===== config.mk =====
export PLATFORM = sky130hd
export DESIGN_NAME = nvm_command_launch_control
export DESIGN_NICKNAME = d
export VERILOG_FILES = /design/src/nvm_launch_pkg.sv /design/src/nvm_cmd_check.sv /design/src/nvm_command_launch_control.sv
export SDC_FILE = /design/constraint.sdc
export NUM_CORES = 1
export LEC_CHECK = 0
export ABC_AREA = 1
export BUFFER_PORTS_ARGS = -buffer_cell sky130_fd_sc_hd__buf_2
export CAP_MARGIN = 20
export CORE_MARGIN = 2
export CORE_UTILIZATION = 40
export DETAILED_ROUTE_END_ITERATION = 8
export GPL_ROUTABILITY_DRIVEN = 0
export PLACE_DENSITY = 0.61
export RECOVER_POWER = 50
export SLEW_MARGIN = 20
export SYNTH_ARGS = -nofsm -noshare
export SYNTH_HDL_FRONTEND = slang
export SYNTH_HIERARCHICAL = 1
export SYNTH_SLANG_ARGS = --single-unit

===== constraint.sdc =====
create_clock -name hclk -period 4.2 [get_ports hclk]
set_input_delay 0 -clock hclk [delete_from_list [all_inputs] [get_ports hclk]]
set_output_delay 0 -clock hclk [all_outputs]
set_load 0.02 [all_outputs]

===== src/nvm_launch_pkg.sv =====
// constants, codes and register map of the nvm command launch block
// Contract
// - while command complete reads 0, launches and command array writes are ignored
// - writing 1 to command complete clears it and starts the loaded command
// - command complete stays 0 until done, then returns 1 with results in the array
// - codes 01, 02, 03 verify erase of all blocks, one block, a word range
// - code 07 programs the 64 byte once field only once; code 04 reads it
// - code 06 programs one phrase from the supplied data words
// - code 08 erases everything only with all three flash bits and eeprom open set
// - code 09 full flash block erase needs low, high disable and open bits set
// - code 0a erases the addressed program flash sector
// - code 0b unsecures by erasing and verifying all blocks
// - code 0c unsecures by comparing supplied keys against stored keys
// - codes 0d and 0e set user and field margin levels; 0e special only
// - code 13 overrides protection temporarily when the supplied key verifies
// - secured special single chip mode accepts no command code at all
// - codes 08, 0b, 0e are valid only unsecured in special single chip mode
// - code 0c is valid only in normal single chip mode
// - secured normal mode accepts the unsecured normal command set
// - command code is the high byte of array word 0
// - parameters are locked from software while a command runs
// - program or erase without a written clock divider sets access error instead
// - an invalid code sets access error and is not processed
package nvm_launch_pkg;
  // register byte offsets, one aligned word each
  localparam logic [7:0] ADDR_STATUS = 8'h00;
  localparam logic [7:0] ADDR_INDEX = 8'h04;
  localparam logic [7:0] ADDR_CLKDIV = 8'h08;
  localparam logic [7:0] ADDR_PROT = 8'h0c;
  localparam logic [7:0] ADDR_OBJ_BASE = 8'h10;
  localparam logic [7:0] ADDR_OBJ_END = 8'h28;
  localparam int OBJ_WORDS = 6;
  localparam int IDX_W = 3;
  localparam int OBJ_SEL_LSB = 2;
  // status bits
  localparam int COMMAND_COMPLETE_FLAG_BIT = 7;
  localparam int ACC_BIT = 5;
  localparam int VIOL_BIT = 4;
  // clock divider register
  localparam int DIV_W = 7;
  localparam int DIV_LOADED_BIT = 7;
  // protection register bits
  localparam int PROT_LOW_DIS_BIT = 0;
  localparam int PROT_HIGH_DIS_BIT = 1;
  localparam int PROT_PF_OPEN_BIT = 2;
  localparam int PROT_EE_OPEN_BIT = 3;
  localparam logic [3:0] PROT_RESET = 4'h0;
  localparam logic [2:0] PROT_PF_ALL = 3'h7;
  localparam logic [3:0] PROT_ALL = 4'hf;
  // global address bit that marks program flash in word 0 low byte
  localparam int PF_ADDR_BIT = 7;
  // command codes
  localparam logic [7:0] CMD_VERIFY_ALL = 8'h01;
  localparam logic [7:0] CMD_VERIFY_BLOCK = 8'h02;
  localparam logic [7:0] CMD_VERIFY_SECTION = 8'h03;
  localparam logic [7:0] CMD_READ_ONCE = 8'h04;
  localparam logic [7:0] CMD_PROGRAM = 8'h06;
  localparam logic [7:0] CMD_PROGRAM_ONCE = 8'h07;
  localparam logic [7:0] CMD_ERASE_ALL = 8'h08;
  localparam logic [7:0] CMD_ERASE_BLOCK = 8'h09;
  localparam logic [7:0] CMD_ERASE_SECTOR = 8'h0a;
  localparam logic [7:0] CMD_UNSECURE = 8'h0b;
  localparam logic [7:0] CMD_BACKDOOR = 8'h0c;
  localparam logic [7:0] CMD_USER_MARGIN = 8'h0d;
  localparam logic [7:0] CMD_FIELD_MARGIN = 8'h0e;
  localparam logic [7:0] CMD_EE_VERIFY = 8'h10;
  localparam logic [7:0] CMD_EE_PROGRAM = 8'h11;
  localparam logic [7:0] CMD_EE_ERASE = 8'h12;
  localparam logic [7:0] CMD_PROT_OVERRIDE = 8'h13;
  typedef enum logic [0:0] {
    st_idle = 1'b0,
    st_busy = 1'b1
  } launch_state_e;
endpackage


===== src/nvm_cmd_check.sv =====
// command code legality against mode, security, divider and protection
`timescale 1ns/1ps
`default_nettype none
module nvm_cmd_check (
  // command
  input wire logic [7:0] code,
  input wire logic pf_target,
  // chip state
  input wire logic special_mode,
  input wire logic secured,
  input wire logic div_loaded,
  input wire logic [3:0] prot,
  // verdict
  output logic acc_fail,
  output logic prot_fail
);
  import nvm_launch_pkg::*;
  logic listed, ss_only, ns_only, prog_erase, code_ok;
  always_comb begin
    unique case (code)
      CMD_VERIFY_ALL, CMD_VERIFY_BLOCK, CMD_VERIFY_SECTION, CMD_READ_ONCE,
      CMD_PROGRAM, CMD_PROGRAM_ONCE, CMD_ERASE_ALL, CMD_ERASE_BLOCK,
      CMD_ERASE_SECTOR, CMD_UNSECURE, CMD_BACKDOOR, CMD_USER_MARGIN,
      CMD_FIELD_MARGIN, CMD_EE_VERIFY, CMD_EE_PROGRAM, CMD_EE_ERASE,
      CMD_PROT_OVERRIDE: listed = 1'b1;
      default: listed = 1'b0;
    endcase
    ss_only = (code == CMD_ERASE_ALL) || (code == CMD_UNSECURE) || (code == CMD_FIELD_MARGIN);
    ns_only = (code == CMD_BACKDOOR);
    prog_erase = (code == CMD_PROGRAM) || (code == CMD_PROGRAM_ONCE) || (code == CMD_ERASE_ALL) ||
                 (code == CMD_ERASE_BLOCK) || (code == CMD_ERASE_SECTOR) || (code == CMD_UNSECURE) ||
                 (code == CMD_EE_PROGRAM) || (code == CMD_EE_ERASE);
    // secured normal mode shares the unsecured normal set
    code_ok = listed && !(secured && special_mode) && (special_mode ? !ns_only : !ss_only);
    acc_fail = !code_ok || (prog_erase && !div_loaded);
    prot_fail = 1'b0;
    if (code == CMD_ERASE_ALL) begin
      prot_fail = (prot != PROT_ALL);
    end else if (code == CMD_ERASE_BLOCK && pf_target) begin
      prot_fail = (prot[PROT_PF_OPEN_BIT:PROT_LOW_DIS_BIT] != PROT_PF_ALL);
    end
  end
endmodule // nvm_cmd_check
`default_nettype wire


===== src/nvm_command_launch_control.sv =====
// nvm command launch control: ahb-lite registers, launch handshake, controller port
`timescale 1ns/1ps
`default_nettype none
module nvm_command_launch_control (
  // clock and reset
  input wire logic hclk,
  input wire logic hresetn,
  // ahb-lite slave
  input wire logic hsel,
  input wire logic [31:0] haddr,
  input wire logic [1:0] htrans,
  input wire logic hwrite,
  input wire logic [2:0] hsize,
  input wire logic [31:0] hwdata,
  input wire logic hready,
  output logic hreadyout,
  output logic hresp,
  output logic [31:0] hrdata,
  // chip mode and security
  input wire logic special_mode,
  input wire logic secured,
  // memory controller side
  output logic mc_start,
  output logic [7:0] mc_code,
  output logic [23:0] mc_addr,
  output logic [15:0] mc_data0,
  output logic [15:0] mc_data1,
  output logic [15:0] mc_data2,
  output logic [15:0] mc_data3,
  output logic [2:0] mc_word_count,
  input wire logic mc_done,
  input wire logic mc_viol,
  input wire logic mc_wr_en,
  input wire logic [2:0] mc_wr_index,
  input wire logic [15:0] mc_wr_data
);
  import nvm_launch_pkg::*;

  typedef struct packed {
    launch_state_e st;
    logic command_complete_flag;
    logic acc;
    logic viol;
    logic [IDX_W-1:0] idx;
    logic div_ld;
    logic [DIV_W-1:0] div;
    logic [3:0] prot;
    logic [OBJ_WORDS-1:0][15:0] obj;
    logic wr_pend;
    logic [7:0] wr_addr;
    logic [31:0] rdata;
    logic start;
  } state_s;

  state_s q, d;

  ////////////////////////////////////////////////////////////////////////////
  // address decode

  logic addr_take;
  logic [7:0] a_addr;
  logic obj_hit;
  logic [IDX_W-1:0] obj_sel;
  logic [7:0] obj_off;
  logic [31:0] rd_val;

  assign addr_take = hsel && htrans[1] && hready;
  assign a_addr = haddr[7:0];

  function automatic logic in_obj(input logic [7:0] a);
    in_obj = (a >= ADDR_OBJ_BASE) && (a < ADDR_OBJ_END) && (a[1:0] == 2'h0);
  endfunction

  // the data-phase write decodes the latched address
  assign obj_hit = in_obj(q.wr_addr);
  assign obj_off = q.wr_addr - ADDR_OBJ_BASE;
  assign obj_sel = obj_off[OBJ_SEL_LSB +: IDX_W];

  // read value for the address phase; upper bits of narrow registers read zero
  always_comb begin
    logic [7:0] roff;
    roff = a_addr - ADDR_OBJ_BASE;
    rd_val = 32'h0;
    if (haddr[31:8] == 24'h0) begin
      if (a_addr == ADDR_STATUS) begin
        rd_val[COMMAND_COMPLETE_FLAG_BIT] = q.command_complete_flag;
        rd_val[ACC_BIT] = q.acc;
        rd_val[VIOL_BIT] = q.viol;
      end else if (a_addr == ADDR_INDEX) begin
        rd_val[IDX_W-1:0] = q.idx;
      end else if (a_addr == ADDR_CLKDIV) begin
        rd_val[DIV_W-1:0] = q.div;
        rd_val[DIV_LOADED_BIT] = q.div_ld;
      end else if (a_addr == ADDR_PROT) begin
        rd_val[3:0] = q.prot;
      end else if (in_obj(a_addr)) begin
        rd_val[15:0] = q.obj[roff[OBJ_SEL_LSB +: IDX_W]];
      end
    end
  end

  ////////////////////////////////////////////////////////////////////////////
  // launch decision

  logic wr_status, launch_try, err_free, launch_go;
  logic acc_fail, prot_fail;
  logic wr_obj;
  logic pf_target;

  assign wr_status = q.wr_pend && (q.wr_addr == ADDR_STATUS);
  assign wr_obj = q.wr_pend && obj_hit;
  // a launch is only meaningful while no command runs
  assign launch_try = wr_status && hwdata[COMMAND_COMPLETE_FLAG_BIT] && q.command_complete_flag;
  assign err_free = !q.acc && !q.viol;
  assign launch_go = launch_try && err_free && !acc_fail && !prot_fail;
  assign pf_target = q.obj[0][PF_ADDR_BIT];

  nvm_cmd_check u_check (
    .code(q.obj[0][15:8]),
    .pf_target(pf_target),
    .special_mode(special_mode),
    .secured(secured),
    .div_loaded(q.div_ld),
    .prot(q.prot),
    .acc_fail(acc_fail),
    .prot_fail(prot_fail)
  );

  ////////////////////////////////////////////////////////////////////////////
  // next state

  always_comb begin
    d = q;
    d.start = 1'b0;
    d.wr_pend = addr_take && hwrite;
    if (addr_take) begin
      d.wr_addr = haddr[31:8] == 24'h0 ? a_addr : 8'hff;
    end
    if (addr_take && !hwrite) begin
      d.rdata = rd_val;
    end
    // error flags: software clear first, hardware set after so the set wins
    if (wr_status && hwdata[ACC_BIT]) begin
      d.acc = 1'b0;
    end
    if (wr_status && hwdata[VIOL_BIT]) begin
      d.viol = 1'b0;
    end
    unique case (q.st)
      st_idle: begin
        if (q.wr_pend && q.wr_addr == ADDR_INDEX) begin
          d.idx = hwdata[IDX_W-1:0];
        end
        if (q.wr_pend && q.wr_addr == ADDR_CLKDIV) begin
          d.div = hwdata[DIV_W-1:0];
          d.div_ld = 1'b1;
        end
        if (q.wr_pend && q.wr_addr == ADDR_PROT) begin
          d.prot = hwdata[3:0];
        end
        if (wr_obj && obj_sel < IDX_W'(OBJ_WORDS)) begin
          d.obj[obj_sel] = hwdata[15:0];
        end
        if (launch_try && err_free) begin
          if (acc_fail) begin
            d.acc = 1'b1;
          end else if (prot_fail) begin
            d.viol = 1'b1;
          end else begin
            d.command_complete_flag = 1'b0;
            d.start = 1'b1;
            d.st = st_busy;
          end
        end
      end
      st_busy: begin
        // software writes to the array, index and protection are dropped here
        if (mc_wr_en && mc_wr_index < IDX_W'(OBJ_WORDS)) begin
          d.obj[mc_wr_index] = mc_wr_data;
        end
        if (mc_done) begin
          d.command_complete_flag = 1'b1;
          d.st = st_idle;
          if (mc_viol) begin
            d.viol = 1'b1;
          end
        end
      end
    endcase
  end

  always_ff @(posedge hclk or negedge hresetn) begin
    if (!hresetn) begin
      q <= '0;
      q.command_complete_flag <= 1'b1;
      q.prot <= PROT_RESET;
    end else begin
      q <= d;
    end
  end

  ////////////////////////////////////////////////////////////////////////////
  // outputs

  // zero wait states keep the slave simple; reads are sampled in the address phase
  assign hreadyout = 1'b1;
  assign hresp = 1'b0;
  assign hrdata = q.rdata;
  assign mc_start = q.start;
  assign mc_code = q.obj[0][15:8];
  assign mc_addr = {q.obj[0][7:0], q.obj[1]};
  assign mc_data0 = q.obj[2];
  assign mc_data1 = q.obj[3];
  assign mc_data2 = q.obj[4];
  assign mc_data3 = q.obj[5];
  assign mc_word_count = q.idx;
endmodule // nvm_command_launch_control
`default_nettype wire


==> results of run 1 <==
==> worst min-delay path by stage <==
stage / from / endpoint / slack (ns) / cells after the start
6_report: hwdata[13] / mc_code[5] / 0.02 / 5
5_1_grt: hwdata[13] / mc_code[5] / 0.03 / 5
4_1_cts: hwdata[13] / mc_code[5] / 0.009 / 5
3_5_place_dp: hresetn / mc_word_count[2] / 0.01 / 1
3_3_place_gp: hresetn / mc_start / 0.003 / 1
2_1_floorplan: hresetn / hrdata[0] / -0.30 / 0
==> synthesized netlist by cell type, types with 2 or more instances <==
cell	number
inv_2	4
nor3_1	4
o21ai_0	54
nand3_1	80
buf_2	15
dfrtp_1	140
buf_4	140
buf_1	2
nor2_2	3
o21ai_1	38
nor2_1	91
nand2_2	5
a21oi_1	11
nand2_1	348
o21ai_2	17
buf_6	7
clkbuf_1	23
o211ai_1	2
clkinv_1	4
conb_1	2
a22oi_1	72
nor3_4	2
inv_1	115
o22ai_1	49
==> critical path, stage by stage (launching register included) <==
cell	delay, ns
dfrtp_1	0.32
buf_4	0.31
nand3_1	0.66
nand2_1	0.86
nand2_2	0.44
nand2_1	0.18
nand2_1	0.08
==> final cells by class <==
cell class	instances	area share
Inverter	123	0.0457
Clock buffer	18	0.0434
Sequential cell	141	0.349
Multi-Input combinational cell	804	0.378
Tap cell	285	0.0353
Timing Repair Buffer	246	0.132
Clock inverter	14	0.0166
==> power by group through the flow <==
stage	registers [mW]	logic [mW]	clock network, mW
after floorplan	1.44	0.313	0
after global placement	1.46	0.436	0
after detailed placement	1.46	0.441	0
after CTS	1.44	0.477	1.59
after global routing	1.44	0.526	1.66
final	1.44	0.480	1.56
==> metrics by stage <==
| step | util | instances | hold WS (ns) |
|---|---|---|---|
| floorplan | - | 1255 | -0.296 |
| finish | 0.451 | 1631 | 0.0237 |
| CTS | 0.457 | 1630 | 0.00900 |
| global route | 0.451 | 1631 | 0.0290 |
| detailed placement | 0.410 | 1554 | 0.0117 |
| global placement | 0.410 | 1554 | 0.00335 |
==> routing by layer <==
layer | vias up | share of wire | wire [um] | GRT usage
li1 | 4107 | - | - | -
met1 | 4038 | 0.47 | 14100 | 0.374
met2 | 455 | 0.43 | 12800 | 0.367
met3 | 53 | 0.080 | 2390 | 0.0516
met4 | 0 | 0.025 | 750 | 0.0847
met5 | - | 0 | 0 | 0
==> sequential cells by signal, indices dropped and copies added, names as in the netlist <==
name / cells
q: 25
mc_addr: 24
hrdata: 16
mc_data0: 16
mc_data1: 16
mc_data2: 16
mc_data3: 16
mc_code: 8
mc_word_count: 3
mc_start: 1
==> kinds of logic (layout without fill, tap and decap cells) <==
group,after synthesis,after routing,share of synthesized area
AO/OA/AOI/OAI,245,245,0.171
buffers and inverters,310,401,0.194
AND/OR/NAND/NOR,540,540,0.243
flip-flops,141,141,0.390
multiplexers,1,1,0.00111
other,2,18,0.000829
==> key figures, run 1 <==
Outcome
  • Status: complete, but fails checks
  • Failing checks: max-capacitance violations, max-slew violations

Worst setup path
  • Setup CP Type: reg2reg
  • Reg-to-reg endpoint: mc_data1[10]
  • Reg2reg start: q[156]
  • Critical Path Fanout Max: 29
  • Crit path to: mc_data1[10]
  • Crit start category: register
  • Worst Reg-to-Reg Cells: 6
  • Worst R2R Setup Slack: 1.23 ns
  • Crit. End Element: register
  • Critical path launch point: q[156]
  • Critical path arrival: ~3.3 ns
  • Required @ worst endpoint: 4.51 ns

Final layout
  • Fillers: around 2.4k
  • Most common cell after layout, fill and taps aside: nand2_1
  • Footprint of the multi-input gates: 3820 um^2
  • P&R area growth vs syn: 11.7%
  • Most frequent cells in the layout: 348 x nand2_1, 140 x dfrtp_1, 117 x clkbuf_1
  • Layout cells sized above 1: 0.113
  • Reg area: between 3000 and 4000 um^2
  • Final instance area: roughly 10,000 um^2
  • Nets: between 1k and 1.5k
  • Number of antenna diodes: 0

Routing
  • Routed WL per cell: 18.4 um
  • Drc violations: 0
  • Initial DRC count: between 900 and 1k
  • Post-route ant nets: 0
  • WL final: 30,000 um
  • Drt pass-1 iters: 6
  • Average via count per standard cell: 5.31
  • Via count: just under 9k

Power and ir drop
  • Internal: 2.50 mW
  • Seq pwr share: 0.413
  • Comb pwr share: 0.138
  • Sw Ratio: 0.283
  • Cell Pwr Density: about 340 nW/um^2
  • Static leakage: between 5 and 6 nW
  • Clk pwr share: 0.449
  • VDD IR max: ~0.00022 V
  • Sw Pwr: between 0.9 and 1 mW
  • Pwr Total: roughly 3.5 mW

Timing
  • Worst setup slack after layout: about 1.2 ns
  • Worst slew pin tran: between 2 and 2.5 ns
  • Hold Fails Final Rpt: 0
  • Slew HR: -0.565
  • Crit path time final: between 2 and 3 ns
  • Clk_skew: roughly 0.0098 ns
  • Final TNS setup: 0 ns
  • FMAX: 0.337 GHz
  • Tcrit/Tclk final: 0.707
  • Final count of pins violating max slew: 43
  • RSZ-0062 raised after global routing: false
  • # setup viols final: 0

Clock network
  • CTS H-tree lvls: 4
  • Post-CTS Hold Buffers: 44
  • Clk sinks: roughly 140
  • Clock Path Buffers: 2
  • Post_cts resized: 0
  • Clock insertion delay at the later pin of the skew report: around 0.43 ns
  • Root buffer cell: clkbuf_16
  • CTS Buf Count: 17
  • Post-CTS Setup Bufs: 0
  • Clock-pin slew of the registers on the worst-case setup and hold paths: roughly 0.06 ns
  • CTS tree: built

Yosys
  • Post-Syn Area: 9050 um^2
  • Register area share after synthesis: 0.390
  • Avg Inst Size Synth: between 7 and 8 um^2
  • Synth area leader: dfrtp_1
  • Seq cells post-synth: 141
  • Top FF cell, synth: dfrtp_1
  • Post-synthesis cell type count: 35
  • Share of the synthesized area in the top cell type: 0.387
  • Synth area leaders: dfrtp_1 39%, nand2_1 14%, buf_4 12%, a22oi_1 6.0%, inv_1 4.8%
  • Post-synth EDFFs: 0
  • Yosys warns: 6
  • Async set-or-reset flop fraction in the synthesized netlist: 1.00
  • Post-Syn Instances: 1,239

Global route
  • Largest net degree at the start of global routing: 55
  • Total GRT Usage: 0.252
  • First-pass GRT wire length: around 47,000 um
  • GRT overflow: 0
  • Initial antenna violation count: 0
  • Vias in the first global route: 8,103

Placement
  • DP Wirelength: 22,200 um
  • Area post-placement: between 9000 and 10,000 um^2
  • IO buf count: between 150 and 200
  • Worst slack at placement: around 1.4 ns

Run
  • Maxcap violations: 1

Die
  • Core area: between 20,000 and 25,000 um^2
  • Die ar.: approximately 24,000 um^2
  • Ports: around 230
  • Site Rows: 55
  • Die Wd: 154 um
  • Die height: ~150 um
  • Initial Utilization: 0.404

Worst hold path
  • HP Class: in2reg
No activity file was read; power rests on OpenSTA's default activity.
==> inputs of run 2 (changes only) <==
--- a/config.mk
+++ b/config.mk
@@ -5,14 +5,14 @@
 export SDC_FILE = /design/constraint.sdc
 export NUM_CORES = 1
 export LEC_CHECK = 0
-export ABC_AREA = 1
+export ABC_AREA = 0
 export BUFFER_PORTS_ARGS = -buffer_cell sky130_fd_sc_hd__buf_2
 export CAP_MARGIN = 20
 export CORE_MARGIN = 2
 export CORE_UTILIZATION = 40
 export DETAILED_ROUTE_END_ITERATION = 8
 export GPL_ROUTABILITY_DRIVEN = 0
-export PLACE_DENSITY = 0.61
+export PLACE_DENSITY = 0.64
 export RECOVER_POWER = 50
 export SLEW_MARGIN = 20
 export SYNTH_ARGS = -nofsm -noshare
==> constraint.sdc (replaced) <==
create_clock -name hclk -period 2.5 [get_ports hclk]
set_input_delay 0 -clock hclk [delete_from_list [all_inputs] [get_ports hclk]]
set_output_delay 0 -clock hclk [all_outputs]
set_load 0.02 [all_outputs]
==> run 2 against run 1 <==
The flow still finishes with violations (max-capacitance violations, max-slew violations). Clock skew down 0.0013 ns. Non-clock buffer count up 25. Critical path depth unchanged. Hold slack better by 0.036 ns. Utilization up 2.1 points. Worst setup slack worse by 1.2 ns. Global-route usage down 1.2 points. Critical path type unchanged. Largest cell class unchanged. Largest power group unchanged.
==> key figures, run 2 <==
Outcome
  • Status: complete, but fails checks
  • Failing checks: max-capacitance violations, max-slew violations

Final layout
  • Fillers: roughly 2k
  • Number of antenna diodes: 0
  • Footprint of the multi-input gates: about 3800 um^2
  • Fin cells: 1,242
  • Layout cells sized above 1: 0.336
  • Nets: 1,052
  • Most common cell after layout, fill and taps aside: dfrtp_1
  • P&R area growth vs syn: 16.0%
  • Reg area: approximately 3500 um^2
  • Final core utilization: 0.471
  • Biggest register: q
  • Max reg flops: 25
  • Most frequent cells in the layout: 140 x dfrtp_1, 117 x buf_2, 112 x mux2_2

Yosys
  • Post-Syn Instances: 830
  • Main combinational cell family by area after synthesis: multiplexers
  • Post-synthesis cell type count: 59
  • Yosys warns: 6
  • Share of the synthesized area in the top cell type: 0.412
  • Post-synthesis xor/xnor area fraction: 0
  • Async set-or-reset flop fraction in the synthesized netlist: 1.00
  • Seq cells post-synth: 141
  • Commonest cells post-synth: 140 x dfrtp_1, 133 x buf_4, 112 x mux2_2, 83 x o22ai_1, 67 x nand2_1
  • Synth area leaders: dfrtp_1 41%, mux2_2 15%, buf_4 12%, o22ai_1 6.1%, nand2_1 3.0%
  • Leading cell type by number of instances after synthesis: dfrtp_1
  • Avg Inst Size Synth: between 10 and 15 um^2
  • Simple-Gate Fraction of Synth Area: 0.0914
  • Top FF cell, synth: dfrtp_1
  • Post-synth EDFFs: 0
  • Synth area leader: dfrtp_1
  • Register area share after synthesis: 0.415
  • Adder-cell share of the synthesized area: 0.00118
  • Compound-Gate Fraction of Synth Area: 0.157
  • Post-synthesis mux area share: 0.184
  • Post-Syn Area: around 8500 um^2

Global route
  • Vias in the first global route: slightly below 7k
  • Total GRT Usage: 0.240
  • GRT overflow: 0
  • Largest net degree at the start of global routing: 63
  • First-pass GRT wire length: a little over 40,000 um
  • Initial antenna violation count: 0

Die
  • Die Wd: roughly 150 um
  • Initial Utilization: 0.406
  • Ports: 232
  • Core area: 21,000 um^2
  • Die height: roughly 150 um
  • Die ar.: between 20,000 and 25,000 um^2
  • Site Rows: 53

Placement
  • Worst slack at placement: ~0.020 ns
  • IO buf count: a little under 200
  • # placed instances: ~1.2k
  • DP Wirelength: ~20,000 um

Timing
  • Fin Hold WS: 0.0600 ns
  • Worst setup slack after layout: a little under 0.07 ns
  • Tcrit/Tclk final: 0.973
  • Hold Fails Final Rpt: 0
  • FMAX: ~0.4 GHz
  • Clk_skew: between 0.008 and 0.009 ns
  • Slew HR: -0.0724
  • Worst slew pin tran: 1.61 ns
  • Final count of pins violating max slew: 62
  • # setup viols final: 0
  • Final TNS setup: 0 ns
  • RSZ-0062 raised after global routing: false
  • Crit path time final: around 2.4 ns

Run
  • Maxcap violations: 1

Clock network
  • CTS Buf Count: 17
  • CTS tree: built
  • Clock-pin slew of the registers on the worst-case setup and hold paths: approximately 0.060 ns
  • Clock insertion delay at the later pin of the skew report: 0.43 ns
  • Root buffer cell: clkbuf_16
  • Clock Path Buffers: 2
  • CTS H-tree lvls: 4
  • Clk sinks: around 140

Worst setup path
  • Setup CP Type: reg2reg
  • Worst R2R Setup Slack: 0.07 ns
  • Critical path arrival: 2.77 ns
  • Crit path to: mc_data1[8]
  • Crit. End Element: register
  • Reg-to-reg endpoint: mc_data1[8]
  • Crit start category: register
  • Worst Reg-to-Reg Cells: 6
  • Reg2reg start: q[156]
  • Critical path launch point: q[156]
  • Required @ worst endpoint: roughly 2.8 ns
  • Critical Path Fanout Max: 12

Routing
  • Post-route ant nets: 0
  • Drc violations: 0
  • WL final: 27,100 um
  • Via count: 7,019
  • Initial DRC count: 606
  • Drt pass-1 iters: 5
  • Routed WL per cell: approximately 22 um
  • Average via count per standard cell: 5.65

Power and ir drop
  • VDD IR max: roughly 0.00048 V
  • Static leakage: approximately 4.7 nW
  • Cell Pwr Density: 523 nW/um^2

Worst hold path
  • Hold path startpoint: special_mode
  • HP Class: in2reg
run 2: changes by cell type after synthesis, moves of 17 or more:
cell / before / now
a22oi_1: 72 / 28
inv_1: 115 / 20
mux2_2: 0 / 112
nand2_1: 348 / 67
nand3_1: 80 / 6
nor2_1: 91 / 31
o21ai_0: 54 / 16
o21ai_1: 38 / 0
o21ai_2: 17 / 0
o22ai_1: 49 / 83
run 2: worst min-delay path by stage:
| stage | slack [ns] | to | depth (start not counted) |
|---|---|---|---|
| floorplan | -0.30 | hrdata[0] | 0 |
| global placement | 0.02 | mc_addr[2] | 1 |
| detailed placement | 0.02 | mc_addr[2] | 1 |
| CTS | 0.04 | q[37] | 3 |
| global route | 0.08 | q[37] | 3 |
| finish | 0.06 | mc_start | 4 |
run 2: cells by family (layout without fill, tap and decap cells):
| group | after synthesis | after routing |
|---|---|---|
| AO/OA/AOI/OAI | 200 | 200 |
| AND/OR/NAND/NOR | 154 | 154 |
| flip-flops | 141 | 141 |
| multiplexers | 129 | 129 |
| buffers and inverters | 203 | 324 |
| other | 2 | 18 |
| adder cells (fa/ha/maj) | 1 | 1 |
run 2: final cells by class:
type                            count  area share
Timing Repair Buffer              271       0.161
Tap cell                          275      0.0348
Clock inverter                     11     0.00950
Sequential cell                   141       0.357
Clock buffer                       21      0.0466
Multi-Input combinational cell    502       0.382
Inverter                           21     0.00836
run 2: metrics by stage:
| step | instance area (um^2) | power, mW |
|---|---|---|
| finish | 9870 | 5.17 |
| global route | 9870 | 5.33 |
| CTS | 9970 | 5.18 |
| detailed placement | 9000 | 2.74 |
| global placement | 9000 | 2.73 |
| floorplan | 8570 | 2.57 |
run 2: power breakdown:
part / switching, mW / internal (mW)
Sequential: 0.0172 / 2.30
Combinational: 0.265 / 0.165
Clock: 1.01 / 1.41
run 2: repair_timing:
| action | 4_1_cts | 5_1_grt |
|---|---|---|
| hold endpoints to repair | 100 | 0 |
| gates resized for setup | 0 | 3 |
| endpoints found under the setup margin | 0 | 14 |
| setup buffers | 0 | 0 |
| hold buffers | 41 | 0 |
run 2: worst max-delay path, cell delays in order (launching register included):
cell	delay (ns)
dfrtp_1	0.58
buf_4	0.24
and4b_2	0.46
buf_4	0.24
a22oi_1	0.09
dlygate4sd3_1	0.58
o2bb2ai_1	0.15
run 2: layer usage:
| layer | GRT usage | part of all wire | vias to the layer above |
|---|---|---|---|
| li1 | - | - | 3146 |
| met1 | 0.325 | 0.43 | 3462 |
| met2 | 0.380 | 0.46 | 371 |
| met3 | 0.0613 | 0.088 | 40 |
| met4 | 0.0693 | 0.019 | 0 |
| met5 | 0 | 0 | - |
==> inputs of run 3 (changes only) <==
--- a/config.mk
+++ b/config.mk
@@ -8,6 +8,7 @@
 export ABC_AREA = 0
 export BUFFER_PORTS_ARGS = -buffer_cell sky130_fd_sc_hd__buf_2
 export CAP_MARGIN = 20
+export CORE_ASPECT_RATIO = 0.7
 export CORE_MARGIN = 2
 export CORE_UTILIZATION = 40
 export DETAILED_ROUTE_END_ITERATION = 8
==> run 3 against run 2 <==
The run still ends with max-capacitance violations, max-slew violations left. Hold slack worse by 0.020 ns. Global-route usage up 0.80 points. Sequential share of layout area down 0.10 points. Utilization up 0.47 points. Sequential power about the same. Critical path depth down 1. Maximum frequency down 0.77%. Total power up 5.4%. Combinational power up 1%. Cell count down 0.16%.
==> key figures, run 3 (same netlist as run 2, synthesis figures left out) <==
Worst setup path
  • Crit start category: register
  • Worst R2R Setup Slack: 0.05 ns
  • Crit. End Element: register
  • Slowest stage delay, CP: 0.57 ns
  • Critical path arrival: around 2.8 ns
  • Worst path cell trace: or4b_4 -> or4_4 -> or3_4 -> or3_4 -> o211ai_1
  • Reg-to-reg endpoint: q[153]
  • Required @ worst endpoint: between 2 and 3 ns
  • Worst path bufs/invs: 0
  • Slowest-stage cell, CP: or4b_4
  • Critical path's top delay family: simple AND/OR/NAND/NOR gates
  • Setup CP Type: reg2reg
  • Worst Reg-to-Reg Cells: 5
  • Reg2reg start: q[33]
  • Most frequent CP cell: or3_4
  • Critical Path Fanout Max: 5

Routing
  • Met2 WL: ~11,000 um
  • Routed wl met3: ~3200 um
  • Initial DRC count: 900
  • Routed WL per cell: around 22 um
  • Top Layer Used: met4
  • Average via count per standard cell: 5.80
  • Drt pass-1 iters: 7
  • WL final: 27,900 um
  • Drc violations: 0
  • Via count: 7,196
  • Post-route ant nets: 0
  • Metal-1 WL: 13,100 um

Timing
  • Final TNS setup: 0 ns
  • # setup viols final: 0
  • FMAX: about 0.41 GHz
  • Worst slew pin tran: between 1.5 and 2 ns
  • Final count of pins violating max slew: 63
  • Crit path time final: 2.45 ns
  • Clk_skew: 0.0141 ns
  • Tcrit/Tclk final: 0.981
  • Worst setup slack after layout: around 0.049 ns
  • Hold Fails Final Rpt: 0
  • Slew HR: -0.0985

Power and ir drop
  • VDD IR max: about 0.00049 V
  • Static leakage: about 4.7 nW
  • Cell Pwr Density: 550 nW/um^2
  • Pwr Total: 5.45 mW

Run
  • Maxcap violations: 1

Clock network
  • Post-CTS Setup Bufs: 0
  • Root buffer cell: clkbuf_16
  • Clock-pin slew of the registers on the worst-case setup and hold paths: around 0.06 ns
  • Clock Path Buffers: 2
  • CTS Buf Count: 17
  • CTS tree: built
  • Clock insertion delay at the later pin of the skew report: 0.43 ns
  • CTS H-tree lvls: 4
  • Clk sinks: between 100 and 150

Worst hold path
  • HP Class: in2reg
  • Hold path startpoint: haddr[4]
  • Hold Crit Depth: 3
  • Worst hold endpoint: q[37]

Final layout
  • Layout cells sized above 1: 0.335
  • Max reg flops: 25
  • Final instance area: between 9000 and 10,000 um^2
  • Biggest register: q
  • P&R area growth vs syn: 16.3%
  • Most frequent cells in the layout: 140 x dfrtp_1, 119 x buf_2, 112 x mux2_2
  • Fillers: 1,993
  • Fin cells: ~1.2k
  • Reg area: 3530 um^2
  • Nets: 1,048
  • Most common cell after layout, fill and taps aside: dfrtp_1
  • Footprint of the multi-input gates: about 3800 um^2

Placement
  • # placed instances: around 1.2k
  • Area post-placement: ~9000 um^2
  • Worst slack at placement: between 0.05 and 0.06 ns
  • DP Wirelength: just over 20,000 um
  • IO buf count: 193

Die
  • Initial Utilization: 0.409
  • Die ar.: between 20,000 and 25,000 um^2
  • Ports: about 230
  • Die Wd: 178 um
  • Core area: around 21,000 um^2
  • Die height: ~130 um
  • Site Rows: 44

Global route
  • GRT overflow: 0
  • Vias in the first global route: roughly 6.8k
  • Initial antenna violation count: 1
  • First-pass GRT wire length: 41,600 um
  • Total GRT Usage: 0.248
  • Largest net degree at the start of global routing: between 60 and 70

Outcome
  • Status: complete, but fails checks
  • Failing checks: max-capacitance violations, max-slew violations
[run 3: cell type report]
class | count | area share
Antenna cell | 1 | 0.000253
Clock inverter | 12 | 0.0171
Inverter | 21 | 0.00796
Tap cell | 276 | 0.0349
Multi-Input combinational cell | 502 | 0.382
Timing Repair Buffer | 267 | 0.157
Sequential cell | 141 | 0.356
Clock buffer | 20 | 0.0451
[run 3: per-layer routing]
| metal | vias up | track usage |
|---|---|---|
| li1 | 3148 | - |
| met1 | 3589 | 0.382 |
| met2 | 431 | 0.337 |
| met3 | 28 | 0.0776 |
| met4 | 0 | 0.0526 |
| met5 | - | 0 |
[run 3: where the power goes]
group	leakage (nW)	internal (mW)	switching, mW
Clock	0.300	1.69	1.01
Sequential	1.88	2.30	0.0172
Combinational	2.50	0.166	0.272
Total	4.68	4.16	1.29
[run 3: worst max path at each step]
stage	endpoint	depth (start not counted)	slack (ns)	startpoint
floorplan	q[142]	5	0.21	q[33]
global placement	q[143]	4	0.07	q[33]
detailed placement	q[145]	4	0.05	q[33]
CTS	q[145]	4	0.03	q[33]
global route	q[153]	5	-0.02	q[33]
finish	q[153]	5	0.05	q[33]
[run 3: worst min-delay path, cell delays in order]
cell and delay (ns):
buf_2 0.22, nor2_1 0.14, a21oi_1 0.07
[run 3: what timing repair did]
| item | 4_1_cts | 5_1_grt |
|---|---|---|
| hold buffers | 41 | 0 |
| gates resized for setup | 0 | 4 |
| endpoints found under the setup margin | 0 | 10 |
| endpoints found under the hold margin | 101 | 0 |
[run 3: stage by stage]
stage,hold WS [ns],util
after floorplan,-0.296,-
after global placement,0.0364,0.431
after detailed placement,0.0338,0.431
after CTS,0.0178,0.480
after global routing,0.0984,0.476
final,0.0405,0.476
